**src/hdl/cluster_map.vh**
```
`ifndef CLUSTER_MAP_VH
`define CLUSTER_MAP_VH
// Cluster geometry and fixed codes
`define CL_NUM_ELEM 10
`define CL_NUM_COLCLK 4
`define CL_SEL_W 2
`define CL_MAX_CTRL 10
// Source select for local-interconnect controls
`define CL_LOCAL_SEL 2'h0
// Register reset value
`define CL_REG_RST 1'h0
// Carry-in forced on subtract
`define CL_SUB_CIN 1'h1
`define CL_ADD_CIN 1'h0
`endif

```
**src/hdl/cluster_control_signal_gen.v**
```verilog
`timescale 1ns/100ps
`default_nettype none
`include "cluster_map.vh"
module cluster_control_signal_gen #(
	parameter NELEM = `CL_NUM_ELEM
) (
	input wire clk,
	input wire rst_n,
	input wire [3:0] columnClock,
	input wire [1:0] clockOneSel,
	input wire [1:0] clockTwoSel,
	input wire clockTwoInvert,
	input wire localClockEnableOne,
	input wire localClockEnableTwo,
	input wire localAsyncClearOne,
	input wire localAsyncClearTwo,
	input wire localAsyncLoad,
	input wire localSyncClear,
	input wire localSyncLoad,
	input wire localAddSub,
	input wire arithMode,
	input wire [NELEM-1:0] clockSelect,
	input wire [NELEM-1:0] clearSelect,
	input wire [NELEM-1:0] asyncLoadData,
	input wire [NELEM-1:0] syncLoadData,
	input wire [NELEM*4-1:0] lutData,
	input wire [NELEM*16-1:0] lutMask,
	input wire [NELEM-1:0] useLutChain,
	input wire [NELEM-1:0] useRegChain,
	input wire [NELEM-1:0] operandA,
	input wire [NELEM-1:0] operandB,
	input wire regChainHead,
	output reg [NELEM-1:0] lutOut_r,
	output reg [NELEM-1:0] regOut_r,
	output reg carryOut_r,
	output reg regChainOut_r,
	output reg [`CL_MAX_CTRL-1:0] ctrlBus_r
);
	// Three-stage synchronisers for column clocks and local controls
	localparam SW = 13;
	wire [SW-1:0] rawIn;
	reg [SW-1:0] syncA_r;
	reg [SW-1:0] syncB_r;
	reg [SW-1:0] syncC_r;
	reg [SW-1:0] stable_r;
	reg [SW-1:0] stable_nxt;
	assign rawIn = {localAddSub, localSyncLoad, localSyncClear, localAsyncLoad,
		localAsyncClearTwo, localAsyncClearOne, localClockEnableTwo,
		localClockEnableOne, 1'h0, columnClock};
	// Change accepted only when stages two and three agree
	always @* begin
		stable_nxt = stable_r;
		if (syncB_r == syncC_r)
			stable_nxt = syncC_r;
	end
	always @(posedge clk or negedge rst_n) begin
		if (!rst_n) begin
			syncA_r <= {SW{1'h0}};
			syncB_r <= {SW{1'h0}};
			syncC_r <= {SW{1'h0}};
			stable_r <= {SW{1'h0}};
		end else begin
			syncA_r <= rawIn;
			syncB_r <= syncA_r;
			syncC_r <= syncB_r;
			stable_r <= stable_nxt;
		end
	end
	wire [3:0] colClk;
	wire enaOne, enaTwo, aclrOne, aclrTwo, aload, sclr, sload, addSub;
	assign colClk = stable_r[3:0];
	assign {addSub, sload, sclr, aload, aclrTwo, aclrOne, enaTwo, enaOne} = stable_r[12:5];
	// Cluster clocks picked from column lines; edges sampled as ticks
	wire clkOneLvl, clkTwoLvl;
	reg clkOnePrev_r, clkTwoPrev_r;
	assign clkOneLvl = colClk[clockOneSel];
	assign clkTwoLvl = colClk[clockTwoSel] ^ clockTwoInvert;
	always @(posedge clk or negedge rst_n) begin
		if (!rst_n) begin
			clkOnePrev_r <= 1'h0;
			clkTwoPrev_r <= 1'h0;
		end else begin
			clkOnePrev_r <= clkOneLvl;
			clkTwoPrev_r <= clkTwoLvl;
		end
	end
	wire tickOne, tickTwo;
	// Enable gates the tick itself, so a disabled clock never fires
	assign tickOne = clkOneLvl & ~clkOnePrev_r & enaOne;
	assign tickTwo = clkTwoLvl & ~clkTwoPrev_r & enaTwo;
	// Element array with carry, table and register chains
	wire [NELEM:0] carry;
	wire [NELEM:0] lutChain;
	wire [NELEM:0] regChain;
	wire [NELEM-1:0] lutW;
	wire [NELEM-1:0] regW;
	assign carry[0] = addSub ? `CL_SUB_CIN : `CL_ADD_CIN;
	assign lutChain[0] = 1'h0;
	assign regChain[0] = regChainHead;
	genvar i;
	generate
		for (i = 0; i < NELEM; i = i + 1) begin : gElem
			logic_element uElem (
				.clk(clk),
				.rst_n(rst_n),
				.lutData(lutData[i*4 +: 4]),
				.lutMask(lutMask[i*16 +: 16]),
				.lutChainIn(lutChain[i]),
				.useLutChain(useLutChain[i]),
				.opA(operandA[i]),
				.opB(operandB[i]),
				.carryIn(carry[i]),
				.addSub(addSub & arithMode),
				.arithMode(arithMode),
				.edgeTick(clockSelect[i] ? tickTwo : tickOne),
				.clkEnable(clockSelect[i] ? enaTwo : enaOne),
				.asyncClear(clearSelect[i] ? aclrTwo : aclrOne),
				.asyncLoad(aload),
				.asyncData(asyncLoadData[i]),
				.syncClear(sclr),
				.syncLoad(sload),
				.syncData(syncLoadData[i]),
				.regChainIn(regChain[i]),
				.useRegChain(useRegChain[i]),
				.lutOut(lutW[i]),
				.carryOut(carry[i+1]),
				.regQ_r(regW[i])
			);
			assign lutChain[i+1] = lutW[i];
			assign regChain[i+1] = regW[i];
		end
	endgenerate
	// Outputs registered; control bus shows the eight live controls and both clock ticks
	always @(posedge clk or negedge rst_n) begin
		if (!rst_n) begin
			lutOut_r <= {NELEM{1'h0}};
			regOut_r <= {NELEM{1'h0}};
			carryOut_r <= 1'h0;
			regChainOut_r <= 1'h0;
			ctrlBus_r <= {`CL_MAX_CTRL{1'h0}};
		end else begin
			lutOut_r <= lutW;
			regOut_r <= regW;
			carryOut_r <= carry[NELEM];
			regChainOut_r <= regChain[NELEM];
			ctrlBus_r <= {addSub, sload, aload, sclr, aclrTwo, aclrOne,
				enaTwo, enaOne, tickTwo, tickOne};
		end
	end
endmodule
`default_nettype wire

```
**src/hdl/logic_element.v**
```verilog
`timescale 1ns/100ps
`default_nettype none
// One element: table, adder bit and a register with cluster controls
module logic_element (
	input wire clk,
	input wire rst_n,
	input wire [3:0] lutData,
	input wire [15:0] lutMask,
	input wire lutChainIn,
	input wire useLutChain,
	input wire opA,
	input wire opB,
	input wire carryIn,
	input wire addSub,
	input wire arithMode,
	input wire edgeTick,
	input wire clkEnable,
	input wire asyncClear,
	input wire asyncLoad,
	input wire asyncData,
	input wire syncClear,
	input wire syncLoad,
	input wire syncData,
	input wire regChainIn,
	input wire useRegChain,
	output wire lutOut,
	output wire carryOut,
	output reg regQ_r
);
	wire [3:0] lutIdx;
	wire lutRaw;
	wire bEff;
	wire sumBit;
	wire dataIn;
	reg regQ_nxt;
	// Chain input replaces the first table input for wide cascades
	assign lutIdx = {lutData[3:1], useLutChain ? lutChainIn : lutData[0]};
	assign lutRaw = lutMask[lutIdx];
	// Operand inverted for subtract; cin forced at cluster head
	assign bEff = opB ^ addSub;
	assign sumBit = opA ^ bEff ^ carryIn;
	assign carryOut = (opA & bEff) | (carryIn & (opA ^ bEff));
	assign lutOut = arithMode ? sumBit : lutRaw;
	// Chain feeds register independent of the table result
	assign dataIn = useRegChain ? regChainIn : lutOut;
	// Synchronous priority: clear, then load, then data
	always @* begin
		regQ_nxt = regQ_r;
		if (clkEnable) begin
			if (syncClear)
				regQ_nxt = `CL_REG_RST;
			else if (syncLoad)
				regQ_nxt = syncData;
			else
				regQ_nxt = dataIn;
		end
	end
	// Async controls sampled as levels; clear beats load beats clocked path
	always @(posedge clk or negedge rst_n) begin
		if (!rst_n) begin
			regQ_r <= `CL_REG_RST;
		end else begin
			if (asyncClear)
				regQ_r <= `CL_REG_RST;
			else if (asyncLoad)
				regQ_r <= asyncData;
			else if (edgeTick)
				regQ_r <= regQ_nxt;
		end
	end
endmodule
`default_nettype wire

```
**config.mk**
```make
export PLATFORM = sky130hd
export DESIGN_NAME = cluster_control_signal_gen
export DESIGN_NICKNAME = d
export VERILOG_FILES = /design/src/hdl/cluster_control_signal_gen.v /design/src/hdl/logic_element.v
export VERILOG_INCLUDE_DIRS = /design/src /design/src/hdl
export SDC_FILE = /design/constraint.sdc
export NUM_CORES = 1
export LEC_CHECK = 0
export BUFFER_PORTS_ARGS = -buffer_cell sky130_fd_sc_hd__buf_2
export CORE_AREA = 3 3 128 130
export CTS_CLUSTER_SIZE = 12
export DETAILED_ROUTE_END_ITERATION = 8
export DIE_AREA = 0 0 131 133
export GPL_TIMING_DRIVEN = 0
export HOLD_SLACK_MARGIN = 0.08
export MAX_ROUTING_LAYER = met4
export PLACE_DENSITY = 0.73
export SLEW_MARGIN = 10
export SYNTH_ARGS = -nofsm -noshare
export SYNTH_HDL_FRONTEND = slang
export SYNTH_HIERARCHICAL = 1
export SYNTH_SLANG_ARGS = --single-unit
```
**constraint.sdc**
```tcl
create_clock -name clk -period 13.57 [get_ports clk]
set_input_delay 2.714 -clock clk [delete_from_list [all_inputs] [get_ports clk]]
set_output_delay 2.714 -clock clk [all_outputs]
set_load 0.02 [all_outputs]
```
# Yosys cells after proc, flatten, opt, wreduce, memory -nomap -nowiden
# Cells that the tools add are included.
[word_totals] inputBits=301 latch_bits=0 mem_bits_rw=0 out_inout_bits=32 romBits=0 register_bits=92 wordCells=277 memories=0
[op_classes] add_sub_neg=0 order_cmp=12 n_mul=0 shifts=0 div=0 n_reduce_logical=30 mux=145 eq_ne=1 n_bitwise=68
[op_table] op="$mux W1" count=133
[op_table] op="$reduce_bool A3 Y1" count=20
[op_table] op="$lt A4 B5 Y1 const B" count=10
[op_table] op="$bmux W1 S4" count=10
[op_table] op="$xor A1 B1 Y1" count=31
[op_table] op="$and A1 B1 Y1" count=25
[op_table] op="$reduce_and A2 Y1" count=10
[op_table] op="$eq A12 B12 Y1" count=1
[op_table] op="$or A1 B1 Y1" count=10
[op_table] op="$lt A2 B3 Y1 const B" count=2
[op_table] op="$bmux W1 S2" count=2
[op_table] op="$not A1 Y1" count=2

# Longest topological paths before layout
# Gate-level depths: netlist of the first run.
[logic_depth] ltp_word=48 mapped_depth=51 mapped_depth_nobuf=50

# Cells and area by module
# Netlist of the first run, hierarchy kept.
[by_module_without_submodules] mod="logic_element" cells_per_inst=47 seq_area_each_um2=25.0 n_inst=10 area_per_inst_um2=351.6
[by_module_without_submodules] mod="cluster_control_signal_gen" cells_per_inst=156 seq_area_each_um2=2026.9 n_inst=1 area_per_inst_um2=2745.1

# Worst setup path before layout of the first run
# Ideal clock, no wire load.
[synth_timing] path_kind="input -> register" start="input arithMode" end="register gElem[9].uElem.regQ_r" n_path_buf=0 setup_ps=94 t_arrival_ps=12014 required_ps=13476 setup_slack_ps=1462 cell_stages=50 cell_sequence="and2_1 xor2_1 fa_1 nand2_1 nand2_1 mux2i_2 mux2_2 a32oi_1 nand4b_1 nand2_1 mux2i_2 mux2_2 a32oi_1 nand4b_1 nand2_1 mux2i_2 mux2_2 a32oi_1 [14 not listed] a32oi_1 nand4b_1 nand2_1 mux2i_2 mux2_2 a32oi_1 nand4b_1 nand2_1 mux2i_2 mux2_2 a32oi_1 nand4b_1 nand2_1 mux2i_2 mux2_2 a32oi_1 nand4_1 a221oi_2"
[synth_between] elab_chain_len=48 word_cells_on_any_way=102 cone_classes="mux: 44; bitwise: 58"
[synth_lines] item="start, declared" line="cluster_control_signal_gen.v:21" source="input wire arithMode,"
[synth_lines] item="$and A1 B1 Y1" line="cluster_control_signal_gen.v:113" source=".addSub(addSub & arithMode),"
[synth_lines] item="$xor A1 B1 Y1" line="logic_element.v:40" source="assign bEff = opB ^ addSub;"
[synth_lines] item="$xor A1 B1 Y1 (2 in series)" line="logic_element.v:41" source="assign sumBit = opA ^ bEff ^ carryIn;"
[synth_lines] item="$mux W1 *" line="logic_element.v:43" source="assign lutOut = arithMode ? sumBit : lutRaw;"
[synth_lines] item="net lutChain[1]" line="cluster_control_signal_gen.v:93" source="wire [NELEM:0] lutChain;"
[synth_lines] item="$mux W1 *" line="logic_element.v:37" source="assign lutIdx = {lutData[3:1], useLutChain ? lutChainIn : lutData[0]};"
[synth_lines] item="$bmux W1 S4 *" line="logic_element.v:38" source="assign lutRaw = lutMask[lutIdx];"
[synth_lines] item="$mux W1 (not written as such) *" line="logic_element.v:38"
[synth_lines] item="[1 not listed]"
[synth_lines] item="net lutChain[2]" line="cluster_control_signal_gen.v:93"
[synth_lines] item="[4 not listed]"
[synth_lines] item="net lutChain[3]" line="cluster_control_signal_gen.v:93"
[synth_lines] item="[4 not listed]"
[synth_lines] item="net lutChain[4]" line="cluster_control_signal_gen.v:93"
[synth_lines] item="[4 not listed]"
[synth_lines] item="net lutChain[5]" line="cluster_control_signal_gen.v:93"
[synth_lines] item="[4 not listed]"
[synth_lines] item="net lutChain[6]" line="cluster_control_signal_gen.v:93"
[synth_lines] item="[4 not listed]"
[synth_lines] item="net lutChain[7]" line="cluster_control_signal_gen.v:93"
[synth_lines] item="[4 not listed]"
[synth_lines] item="net lutChain[8]" line="cluster_control_signal_gen.v:93"
[synth_lines] item="[4 not listed]"
[synth_lines] item="net lutChain[9]" line="cluster_control_signal_gen.v:93"
[synth_lines] item="[3 not listed]"
[synth_lines] item="$mux W1 *" line="logic_element.v:43"
[synth_lines] item="$mux W1 *" line="logic_element.v:45" source="assign dataIn = useRegChain ? regChainIn : lutOut;"
[synth_lines] item="$mux W1 *" line="logic_element.v:52" source="else if (syncLoad)"
[synth_lines] item="$mux W1 *" line="logic_element.v:50" source="if (syncClear)"
[synth_lines] item="$mux W1 *" line="logic_element.v:49" source="if (clkEnable) begin"
[synth_lines] item="$mux W1 *" line="logic_element.v:67" source="else if (edgeTick)"
[synth_lines] item="$mux W1 *" line="logic_element.v:65" source="else if (asyncLoad)"
[synth_lines] item="$mux W1 *" line="logic_element.v:63" source="if (asyncClear)"
[synth_lines] item="end signal, assigned" line="logic_element.v:64" source="regQ_r <= `CL_REG_RST;"
[synth_lines] item="end signal, assigned" line="logic_element.v:66" source="regQ_r <= asyncData;"
[synth_lines] item="end signal, assigned" line="logic_element.v:68" source="regQ_r <= regQ_nxt;"
[synth_lines] item="end, declared" line="logic_element.v:28" source="output reg regQ_r"
# The timed path passes the listed nets; every way through them passes the cells marked *. The select of a mux whose other input is x is not followed.
# A chain may end at the register's enable or synchronous reset.

# Worst setup path in the final report of the first run
# Ends and elaborated chain as after synthesis.

==> Implementation_results.wiki, run 1 <==
{| class="wikitable"
! Metric !! Value
|-
| Worst hold path class || reg -> reg
|-
| Routability-driven placement congestion ratio || 0.858
|-
| Antenna violations before repair || 2
|-
| Synthesized net count || 937
|-
| Outcome || complete, no violations
|-
| Critical-path top delay cell || sky130_fd_sc_hd__fa_1
|-
| Overflow left after global routing || 0
|-
| Top area cells in the synthesized netlist || sky130_fd_sc_hd__dfrtp_1, sky130_fd_sc_hd__mux2_2, sky130_fd_sc_hd__mux2i_1
|-
| Number of global-route vias before repair || 5864
|-
| Worst-Skew Late Latency || 0.35 ns
|-
| Unrepaired setup endpoints after global routing || no
|-
| CTS tree || yes
|-
| FF-to-FF path depth || 50
|-
| Clock skew after layout || 0.00938 ns
|-
| Sort of element at the start of the critical path || input pin
|-
| Period Utilization, post-route || 93.3%
|-
| Capture instance of the worst register-to-register path || gElem[9].uElem/regQ_r
|-
| Number of filler cells placed in the layout || 1398
|-
| Max_slew headroom || 33.9%
|-
| Mapped Avg Cell Area || 10.0 µm²
|-
| Number of max-capacitance violations reported || 0
|-
| Number of buffers between clock root and the deepest sink || 2
|-
| # nets final || 1283
|-
| # port buffers || 332
|-
| Busiest metal layer after global routing || met2
|-
| Area of the placeable core || 15300 µm²
|-
| Layout area overhead || 37.7%
|-
| Detailed-route wire length || 19.7 mm
|-
| Reg2reg start || stable_r[12]
|-
| Count of pins on the block boundary || 333
|-
| Setup Total Neg Slack || 0 ns
|-
| Clock Pin Slew Worst Setup and Hold Paths || 0.07 ns
|-
| Maximum resistive drop on vdd || 0.0000716 V
|-
| Setup violators final || 0
|-
| Clock period minus worst slack || 12.65 ns
|-
| Met1 track demand over resource in global routing || 26.3%
|-
| Arrival time worst endpoint || 12.91 ns
|-
| Horizontal extent of the die || 131 µm
|-
| Standard-cell rows || 45
|-
| Crit-path max FO || 41
|-
| Fraction of met3 tracks used by global routing || 3.84%
|-
| Vias || 6067
|-
| Pin count of the biggest net entering global routing || 66
|-
| Number of enable-type register cells in the synthesized netlist || 0
|-
| Clock H-tree levels || 3
|-
| Sequential element share of the synthesized area || 36.4%
|-
| Worst hold path stage count || 0
|-
| Critical Path Max Stage Delay || 0.47 ns
|-
| Worst Max-Slew Pin Slew || 0.992 ns
|-
| Area share of the largest cell type after synthesis || 36.4%
|-
| PD cells || 95.7 nW/µm²
|-
| Global-route wire length before repair || 29.2 mm
|-
| Hold-fix buffer count after cts || 0
|-
| Post-synthesis async set-or-reset flop share || 100%
|-
| Top cell by count, worst path || sky130_fd_sc_hd__nand2_1
|-
| 1st-pass router iterations || 5
|-
| Post-route antenna net violation count || 0
|-
| Area used by sequential logic in the layout || 2280 µm²
|-
| Distinct cell type count after synthesis || 31
|-
| Dominant register cell in the synthesized netlist || sky130_fd_sc_hd__dfrtp_1
|-
| Mapped Cells || 626
|-
| CTS buffer count || 9
|-
| Total leakage power || 0.00422 µW
|-
| Height of the die || 133 µm
|-
| Post-Syn Area || 6260 µm²
|-
| Required time at the worst-slack endpoint || 13.83 ns
|-
| DRC viols || 0
|-
| Critical path endpoint category || flip-flop
|-
| Startpoint of the lowest-slack hold path || syncA_r[8]
|-
| Effective utilization at floorplan || 41.0%
|-
| Hold EP || syncB_r[8]
|-
| Share of the core filled with cells in the final layout || 56.5%
|-
| Hpwl dp || 15.8 mm
|-
| WS Path Type || in -> reg
|-
| Global-route met2 utilization || 37.6%
|-
| Number of storage elements in the synthesis netlist || 91
|-
| CTS root buffer || sky130_fd_sc_hd__clkbuf_16
|-
| Die Outline Area || 17400 µm²
|-
| Library cell with the largest summed area after synthesis || sky130_fd_sc_hd__dfrtp_1
|-
| Total Power || 825 µW
|-
| Routed wirelength normalized by instance count || 16.6 µm
|-
| Vias per std cell || 5.10
|-
| Final Hold Viols || 0
|-
| Highest attainable clock frequency || 0.0790 GHz
|-
| GRT Total Usage || 22.1%
|-
| Max-slew violation total from the final report || 0
|-
| Fraction of layout instances using a drive strength above 1 || 48.1%
|-
| DRC marker count from the first detailed-route iteration || 267
|-
| Sinks on the clock net || 91
|-
| Setup slack of the most critical reg-to-reg path || 3.18 ns
|-
| Multi-input gate area in the final layout || 3860 µm²
|-
| Yosys synthesis warning count || 6
|}
final cells by class:
| cell class | count | area share [%] |
|---|---|---|
| Clock inverter | 7 | 0.943 |
| Antenna cell | 2 | 0.0580 |
| Inverter | 22 | 0.958 |
| Clock buffer | 9 | 2.61 |
| Multi-Input combinational cell | 495 | 44.7 |
| Buffer | 18 | 1.36 |
| Sequential cell | 91 | 26.4 |
| Tap cell | 211 | 3.06 |
| Timing Repair Buffer | 335 | 19.9 |
power by group:
part	leakage (µW)	switching, µW	internal (µW)	total, µW
combinational	0.00300	125	119	244
clock	0.000150	120	131	252
sequential	0.00108	21.6	308	330
cell usage after synthesis (all sizes together) (10+ instances only):
| cell | number |
|---|---|
| a2111oi | 10 |
| a21o | 20 |
| a21oi | 10 |
| a221o | 10 |
| a221oi | 10 |
| a31oi | 10 |
| a32oi | 10 |
| and2 | 11 |
| buf | 13 |
| dfrtp | 91 |
| fa | 10 |
| inv | 22 |
| mux2 | 62 |
| mux2i | 40 |
| nand2 | 80 |
| nand2b | 40 |
| nand3 | 11 |
| nand3b | 12 |
| nand4 | 30 |
| nand4b | 10 |
| nor2 | 20 |
| nor2b | 40 |
| o21ai | 20 |
| xor2 | 23 |
routing by layer:
metal,part of all wire (%),vias to the layer above
li1,-,2965
met1,41,2848
met2,51,225
met3,6.5,29
met4,2.1,0
met5,0,-
how the worst max path moves through the flow:
stage | start | end | slack (ns) | depth (start not counted)
finish | arithMode | gElem[9].uElem/regQ_r | 0.92 | 51
global route | arithMode | gElem[9].uElem/regQ_r | 0.11 | 51
CTS | arithMode | gElem[9].uElem/regQ_r | 0.03 | 51
detailed placement | arithMode | gElem[9].uElem/regQ_r | -1.02 | 51
global placement | arithMode | gElem[9].uElem/regQ_r | -1.01 | 51
floorplan | arithMode | gElem[9].uElem/regQ_r | 1.46 | 50
cell usage in the layout, fill, tap and decap left out, types with 2 or more instances in the layout:
master and count:
sky130_fd_sc_hd__buf_2 331, sky130_fd_sc_hd__dfrtp_1 90, sky130_fd_sc_hd__nand2_1 80, sky130_fd_sc_hd__mux2_2 62, sky130_fd_sc_hd__nor2b_1 40, sky130_fd_sc_hd__nand2b_1 40
sky130_fd_sc_hd__mux2i_1 30, sky130_fd_sc_hd__nand4_1 30, sky130_fd_sc_hd__xor2_1 23, sky130_fd_sc_hd__inv_1 22, sky130_fd_sc_hd__a21o_2 20, sky130_fd_sc_hd__o21ai_0 20
sky130_fd_sc_hd__nor2_1 20, sky130_fd_sc_hd__buf_4 14, sky130_fd_sc_hd__nand3b_1 12, sky130_fd_sc_hd__nand3_1 11, sky130_fd_sc_hd__and2_1 10, sky130_fd_sc_hd__a32oi_1 10
sky130_fd_sc_hd__nand4b_1 10, sky130_fd_sc_hd__a21oi_1 10, sky130_fd_sc_hd__a2111oi_0 10, sky130_fd_sc_hd__a221o_1 10, sky130_fd_sc_hd__a31oi_1 10, sky130_fd_sc_hd__a221oi_2 10
sky130_fd_sc_hd__fa_1 10, sky130_fd_sc_hd__clkbuf_16 9, sky130_fd_sc_hd__mux2i_4 8, sky130_fd_sc_hd__clkbuf_1 5, sky130_fd_sc_hd__nor4_1 3, sky130_fd_sc_hd__diode_2 2
sky130_fd_sc_hd__mux4_2 2, sky130_fd_sc_hd__buf_6 2, sky130_fd_sc_hd__inv_8 2, sky130_fd_sc_hd__clkinv_4 2, sky130_fd_sc_hd__clkinv_8 2, sky130_fd_sc_hd__mux2i_2 2
kinds of logic after synthesis:
family | count (synthesis) | share of synthesized area [%]
mux | 104 | 18.9
xor+xnor | 23 | 3.22
compound gates | 100 | 13.0
fa+ha+maj | 10 | 3.20
flops | 91 | 36.4
simple gates | 257 | 22.1
other cells | 1 | 0.0599
buf+inv | 40 | 3.20
flip-flops by register name, summed over array words and instances (netlist names), 9 cells and up:
| name | flops |
|---|---|
| syncA_r | 12 |
| regOut_r | 9 |
| stable_r | 12 |
| ctrlBus_r | 10 |
| syncB_r | 12 |
| gElem.uElem/regQ_r | 10 |
| syncC_r | 12 |
| lutOut_r | 10 |
worst max-delay path: cells and delay by family:
kind            cells  cell delay, ns
mux                18            4.66
simple gates       20            2.57
compound gates     10            2.05
fa+ha+maj           1            0.47
buf+inv             1            0.26
xor+xnor            1            0.17
repair_timing:
item	4_1_cts	5_1_grt
resized for setup	3	9
pin swaps	0	1
buffers inserted	0	2
hold endpoints to repair	0	0
endpoints found under the setup margin	2	2
per-stage QoR:
step	area (µm²)	hold slack [ns]	worst slack, ns	cells
after floorplan	6260	0.331	1.46	626
after global placement	8190	0.332	-1.01	1169
after detailed placement	8220	0.335	-1.02	1170
after CTS	8530	0.346	0.0271	1186
after global routing	8620	0.357	0.110	1190
final	8620	0.347	0.916	1190
Power figures use the tool's default switching activity.
==> run 2, diff against run 1 <==
- HOLD_SLACK_MARGIN: 0.08 -> not set
- clock period: 13.57 -> 13.9 ns (I/O delays scaled with it)
==> run 2 against run 1 <==
Effect of this change: utilization is 0.082 points lower; via count hardly changed; critical path depth stayed put; clock power is 2% lower; flip-flop and latch count stayed put; design area is 0.15% lower; worst hold slack worse by 0.00096 ns.
==> Implementation_results.wiki, run 2 (synthesized netlist as in run 1, its figures left out) <==
{| class="wikitable"
! Metric !! Value
|-
| Worst-Skew Late Latency || 0.35 ns
|-
| CTS root buffer || sky130_fd_sc_hd__clkbuf_16
|-
| Sort of element at the start of the critical path || input pin
|-
| Outcome || complete, no violations
|-
| Worst hold path stage count || 0
|-
| Top cell family by delay on the critical path || multiplexers
|-
| Hpwl dp || 15.8 mm
|-
| Clock period minus worst slack || 12.97 ns
|-
| Sinks on the clock net || 91
|-
| Maximum resistive drop on vdd || 0.0000698 V
|-
| Number of max-capacitance violations reported || 0
|-
| Unrepaired setup endpoints after global routing || no
|-
| Fraction of layout instances using a drive strength above 1 || 48.1%
|-
| Vias || 6070
|-
| Period Utilization, post-route || 93.3%
|-
| Share of the core filled with cells in the final layout || 56.4%
|-
| WS Path Type || in -> reg
|-
| Critical Path Max Stage Delay || 0.48 ns
|-
| Metal3 WL || 1.42 mm
|-
| Required time at the worst-slack endpoint || 14.16 ns
|-
| Crit-path max FO || 41
|-
| DRC viols || 0
|-
| Clock Pin Slew Worst Setup and Hold Paths || 0.07 ns
|-
| Layout area overhead || 37.5%
|-
| Hold EP || syncB_r[8]
|-
| Number of buffers between clock root and the deepest sink || 2
|-
| Count of pins on the block boundary || 333
|-
| Highest-count cells in the layout ignoring fill and taps || sky130_fd_sc_hd__buf_2, sky130_fd_sc_hd__dfrtp_1, sky130_fd_sc_hd__nand2_1
|-
| Die Outline Area || 17400 µm²
|-
| Dpl cell area || 8220 µm²
|-
| Number of global-route vias before repair || 5864
|-
| Height of the die || 133 µm
|-
| Post-route antenna net violation count || 0
|-
| Antenna violations before repair || 2
|-
| Detailed-route wire length || 19.7 mm
|-
| Capture instance of the worst register-to-register path || gElem[9].uElem/regQ_r
|-
| Global-route wire length before repair || 29.2 mm
|-
| Effective utilization at floorplan || 41.0%
|-
| Reg2reg start || stable_r[12]
|-
| Total leakage power || 0.00422 µW
|-
| # nets final || 1283
|-
| # port buffers || 332
|-
| Startpoint of the lowest-slack hold path || syncA_r[8]
|-
| Max-slew violation total from the final report || 0
|-
| Highest attainable clock frequency || 0.0771 GHz
|-
| DR WL met2 || 9.93 mm
|-
| Routability-driven placement congestion ratio || 0.858
|-
| Top cell by count, worst path || sky130_fd_sc_hd__nand2_1
|-
| Top layer used by detailed routing || met4
|-
| Setup violators final || 0
|-
| Worst Max-Slew Pin Slew || 1.00 ns
|-
| Most common cell after layout, fill and taps aside || sky130_fd_sc_hd__buf_2
|-
| Clock H-tree levels || 3
|-
| Final Hold Viols || 0
|-
| DRC marker count from the first detailed-route iteration || 290
|-
| CTS tree || yes
|-
| Vias per std cell || 5.10
|-
| Final std cell area, no fill || 8610 µm²
|-
| GRT Total Usage || 22.1%
|-
| Pin count of the biggest net entering global routing || 66
|-
| Critical path endpoint category || flip-flop
|-
| Standard-cell rows || 45
|-
| Setup slack of the most critical reg-to-reg path || 3.39 ns
|-
| CTS buffer count || 9
|-
| Arrival time worst endpoint || 13.23 ns
|-
| Horizontal extent of the die || 131 µm
|-
| Area of the placeable core || 15300 µm²
|-
| Clock skew after layout || 0.00902 ns
|-
| Routed wirelength normalized by instance count || 16.6 µm
|-
| Routed metal-1 wirelength || 7.92 mm
|-
| Overflow left after global routing || 0
|-
| FF-to-FF path depth || 50
|-
| CP Launch Point || arithMode
|-
| 1st-pass router iterations || 4
|-
| Critical-path top delay cell || sky130_fd_sc_hd__fa_1
|-
| PD cells || 93.5 nW/µm²
|-
| Worst hold path class || reg -> reg
|-
| Max_slew headroom || 33.3%
|-
| CP bufs+invs || 1
|}
==> run 2: cell counts in the layout (fill, tap and decap cells not counted) <==
Identical to the previous run, type by type.
==> run 2: worst register-to-register path: cells and delay by family, from the launching register on <==
| kind | cells | cell delay (ns) |
|---|---|---|
| fa+ha+maj | 1 | 0.48 |
| compound gates | 10 | 2.04 |
| simple gates | 20 | 2.50 |
| xor+xnor | 1 | 0.17 |
| mux | 18 | 4.82 |
| flops | 1 | 0.43 |
==> run 2: worst max-delay path by stage <==
stage                       endpoint  depth (start not counted)
5_1_grt        gElem[9].uElem/regQ_r                         51
3_3_place_gp   gElem[9].uElem/regQ_r                         51
4_1_cts        gElem[9].uElem/regQ_r                         51
3_5_place_dp   gElem[9].uElem/regQ_r                         51
6_report       gElem[9].uElem/regQ_r                         51
2_1_floorplan  gElem[9].uElem/regQ_r                         50
==> run 2: timing repair <==
action,4_1_cts,5_1_grt
gates resized for setup,2,9
setup endpoints to repair,2,2
pin swaps,0,1
hold buffers,0,0
setup buffers,0,2
==> run 2: where the power goes <==
group,internal [µW],switching (µW)
clock network,128,118
registers,301,21.0
logic,116,121
total,545,260
==> run 2: routing by layer <==
layer	GRT usage, %	vias to the layer above
li1	-	2966
met1	26.3	2815
met2	37.6	253
met3	3.84	36
met4	7.66	0
met5	-	-
==> run 2: layout make-up <==
cell class / count / area, µm²
sequential: 91 / 2280
multi-input combinational: 495 / 3850
timing repair buffer: 335 / 1710
clock inverter: 7 / 81.3
antenna: 2 / 5.00
inverter: 22 / 82.6
tap: 211 / 264
clock buffer: 9 / 225
buffer: 18 / 118
fill: 1402 / 6650
==> run 2: metrics by stage <==
step / power (µW) / std cells / TNS, ns / hold WS [ns] / setup WS [ns]
after floorplan: 456 / 626 / 0 / 0.331 / 1.73
after global placement: 555 / 1169 / -1.29 / 0.332 / -0.746
after detailed placement: 561 / 1170 / -1.31 / 0.335 / -0.754
after CTS: 810 / 1186 / 0 / 0.346 / 0.0239
after global routing: 853 / 1190 / 0 / 0.357 / 0.120
final: 805 / 1190 / 0 / 0.346 / 0.933
==> run 3, diff against run 2 <==
- BUFFER_PORTS_ARGS: -buffer_cell sky130_fd_sc_hd__buf_2 -> not set
- CORE_AREA: 3 3 128 130 -> 3 3 126 128
- DIE_AREA: 0 0 131 133 -> 0 0 129 131
- DONT_BUFFER_PORTS: not set -> 1
- PLACE_DENSITY: 0.73 -> not set
==> run 3 against run 2 <==
Effect of this change: clock power is essentially flat; critical path depth is 1 lower; via count is 19% lower; critical endpoint unchanged; non-clock buffer count shrank 335; register-to-register slack worse by 0.69 ns; largest cell class unchanged; flip-flop and latch count did not move.
==> Implementation_results.wiki, run 3 (synthesized netlist as in run 1, its figures left out) <==
{| class="wikitable"
! Metric !! Value
|-
| Number of instances in the placed design || 814
|-
| Worst Max-Slew Pin Slew || 1.09 ns
|-
| Antenna diodes || 0
|-
| Highest attainable clock frequency || 0.0761 GHz
|-
| CP Launch Point || arithMode
|-
| CTS root buffer || sky130_fd_sc_hd__clkbuf_16
|-
| Post-route antenna net violation count || 0
|-
| Routed wirelength normalized by instance count || 22.1 µm
|-
| Die Outline Area || 16900 µm²
|-
| GRT Total Usage || 21.0%
|-
| Area used by sequential logic in the layout || 2280 µm²
|-
| Arrival time worst endpoint || 13.40 ns
|-
| Detailed-route wire length || 18.4 mm
|-
| WS Path Type || in -> reg
|-
| Unrepaired setup endpoints after global routing || no
|-
| Top cell by count, worst path || sky130_fd_sc_hd__nand2_1
|-
| Count of pins on the block boundary || 333
|-
| Total Power || 730 µW
|-
| CTS tree || yes
|-
| Post-CTS Setup Inserts || 0
|-
| Pin count of the biggest net entering global routing || 92
|-
| Destination of the critical timing path || gElem[9].uElem/regQ_r
|-
| Final std cell area, no fill || 6830 µm²
|-
| Worst hold path class || reg -> reg
|-
| PD cells || 107 nW/µm²
|-
| Critical-path top delay cell || sky130_fd_sc_hd__fa_1
|-
| Multi-input gate area in the final layout || 3810 µm²
|-
| Critical Path Max Stage Delay || 0.48 ns
|-
| Max_slew headroom || 27.1%
|-
| Total leakage power || 0.00288 µW
|-
| Reg2reg start || stable_r[12]
|-
| Worst-Skew Late Latency || 0.35 ns
|-
| Final Hold Viols || 0
|-
| Number of max-capacitance violations reported || 0
|-
| DRC marker count from the first detailed-route iteration || 205
|-
| Clock Pin Slew Worst Setup and Hold Paths || 0.07 ns
|-
| 1st-pass router iterations || 4
|-
| Sinks on the clock net || 91
|-
| Clock H-tree levels || 3
|-
| Outcome || complete, no violations
|-
| Sort of element at the start of the critical path || input pin
|-
| Global-route wire length before repair || 26.3 mm
|-
| Max-slew violation total from the final report || 0
|-
| Setup slack of the most critical reg-to-reg path || 2.70 ns
|-
| # nets final || 948
|-
| Overflow left after global routing || 0
|-
| Vias || 4942
|-
| Area of the placeable core || 15000 µm²
|-
| Fraction of layout instances using a drive strength above 1 || 21.0%
|-
| DRC viols || 0
|-
| Height of the die || 131 µm
|-
| Antenna violations before repair || 0
|-
| Clock skew after layout || 0.0138 ns
|-
| FF-to-FF path depth || 50
|-
| Horizontal extent of the die || 129 µm
|-
| Effective utilization at floorplan || 41.8%
|-
| Capture instance of the worst register-to-register path || gElem[9].uElem/regQ_r
|-
| Number of filler cells placed in the layout || 1382
|-
| Most common cell after layout, fill and taps aside || sky130_fd_sc_hd__dfrtp_1
|-
| Crit-path max FO || 41
|-
| Critical path endpoint category || flip-flop
|-
| Required time at the worst-slack endpoint || 14.16 ns
|-
| Period Utilization, post-route || 94.6%
|-
| Standard-cell rows || 45
|-
| Number of buffers between clock root and the deepest sink || 2
|-
| # port buffers || 0
|-
| Clock period minus worst slack || 13.14 ns
|-
| Setup violators final || 0
|-
| Maximum resistive drop on vdd || 0.0000732 V
|-
| Setup Total Neg Slack || 0 ns
|-
| Number of global-route vias before repair || 4936
|-
| Dpl cell area || 6500 µm²
|-
| Routability-driven placement congestion ratio || 0.866
|-
| Vias per std cell || 5.95
|-
| Layout area overhead || 9.11%
|-
| Hpwl dp || 14.2 mm
|-
| Highest-count cells in the layout ignoring fill and taps || sky130_fd_sc_hd__dfrtp_1, sky130_fd_sc_hd__nand2_1, sky130_fd_sc_hd__mux2_2
|-
| Finished Layout Cells || 830
|-
| CTS buffer count || 9
|}
run 3: cell types whose count changed in the layout (fill, tap and decap cells not counted), sizes merged:
cell and delta:
diode -2, buf -335, clkinv +1, inv -1
run 3: worst min-delay path by stage:
stage / from / to / slack, ns / cells past startpoint
after floorplan: syncA_r[0] / syncB_r[0] / 0.33 / 0
after global placement: syncA_r[9] / syncB_r[9] / 0.33 / 0
after CTS: syncA_r[8] / syncB_r[8] / 0.35 / 0
final: syncA_r[7] / syncB_r[7] / 0.35 / 0
after global routing: syncA_r[3] / syncB_r[3] / 0.36 / 0
after detailed placement: syncA_r[12] / syncB_r[12] / 0.33 / 0
run 3: routing by layer:
metal	wire length, µm	vias up	global-route usage (%)	share of wire (%)
met3	1540	33	5.89	8.4
met4	551	0	8.96	3.0
met5	0	-	-	0
met1	7130	2392	23.3	39
li1	-	2287	-	-
met2	9160	230	35.4	50
run 3: critical path, delay by kind of cell:
family / cells / cell delay (ns)
AOI/OAI and AO/OA: 10 / 1.84
xor gates and xnor gates: 1 / 0.22
muxes: 18 / 5.46
and+or+nand+nor: 20 / 2.59
adders and majority gates: 1 / 0.48
run 3: area by class of cell:
| class | instances | share of cell area, % |
|---|---|---|
| buffer | 18 | 1.72 |
| clock buffer | 9 | 3.30 |
| clock inverter | 7 | 1.19 |
| inverter | 22 | 1.21 |
| multi-input combinational | 495 | 55.8 |
| sequential | 91 | 33.4 |
| tap | 188 | 3.44 |
run 3: stage by stage:
| step | setup WS (ns) | util (%) | hold WS, ns |
|---|---|---|---|
| global placement | 0.305 | 43.4 | 0.334 |
| CTS | 0.400 | 45.4 | 0.350 |
| floorplan | 1.73 | - | 0.331 |
| finish | 0.757 | 45.6 | 0.349 |
| global route | 0.0189 | 45.6 | 0.358 |
| detailed placement | 0.0280 | 43.4 | 0.335 |
run 3: power breakdown:
group	switching, µW	total, µW	internal, µW	leakage, µW
clock network	118	246	128	0.000149
registers	49.8	351	301	0.00108
logic	61.1	134	72.7	0.00165
total	229	730	501	0.00288
run 3: timing repair:
item,CTS,global route
hold buffers,0,0
setup endpoints to repair,0,2
resized for setup,0,4
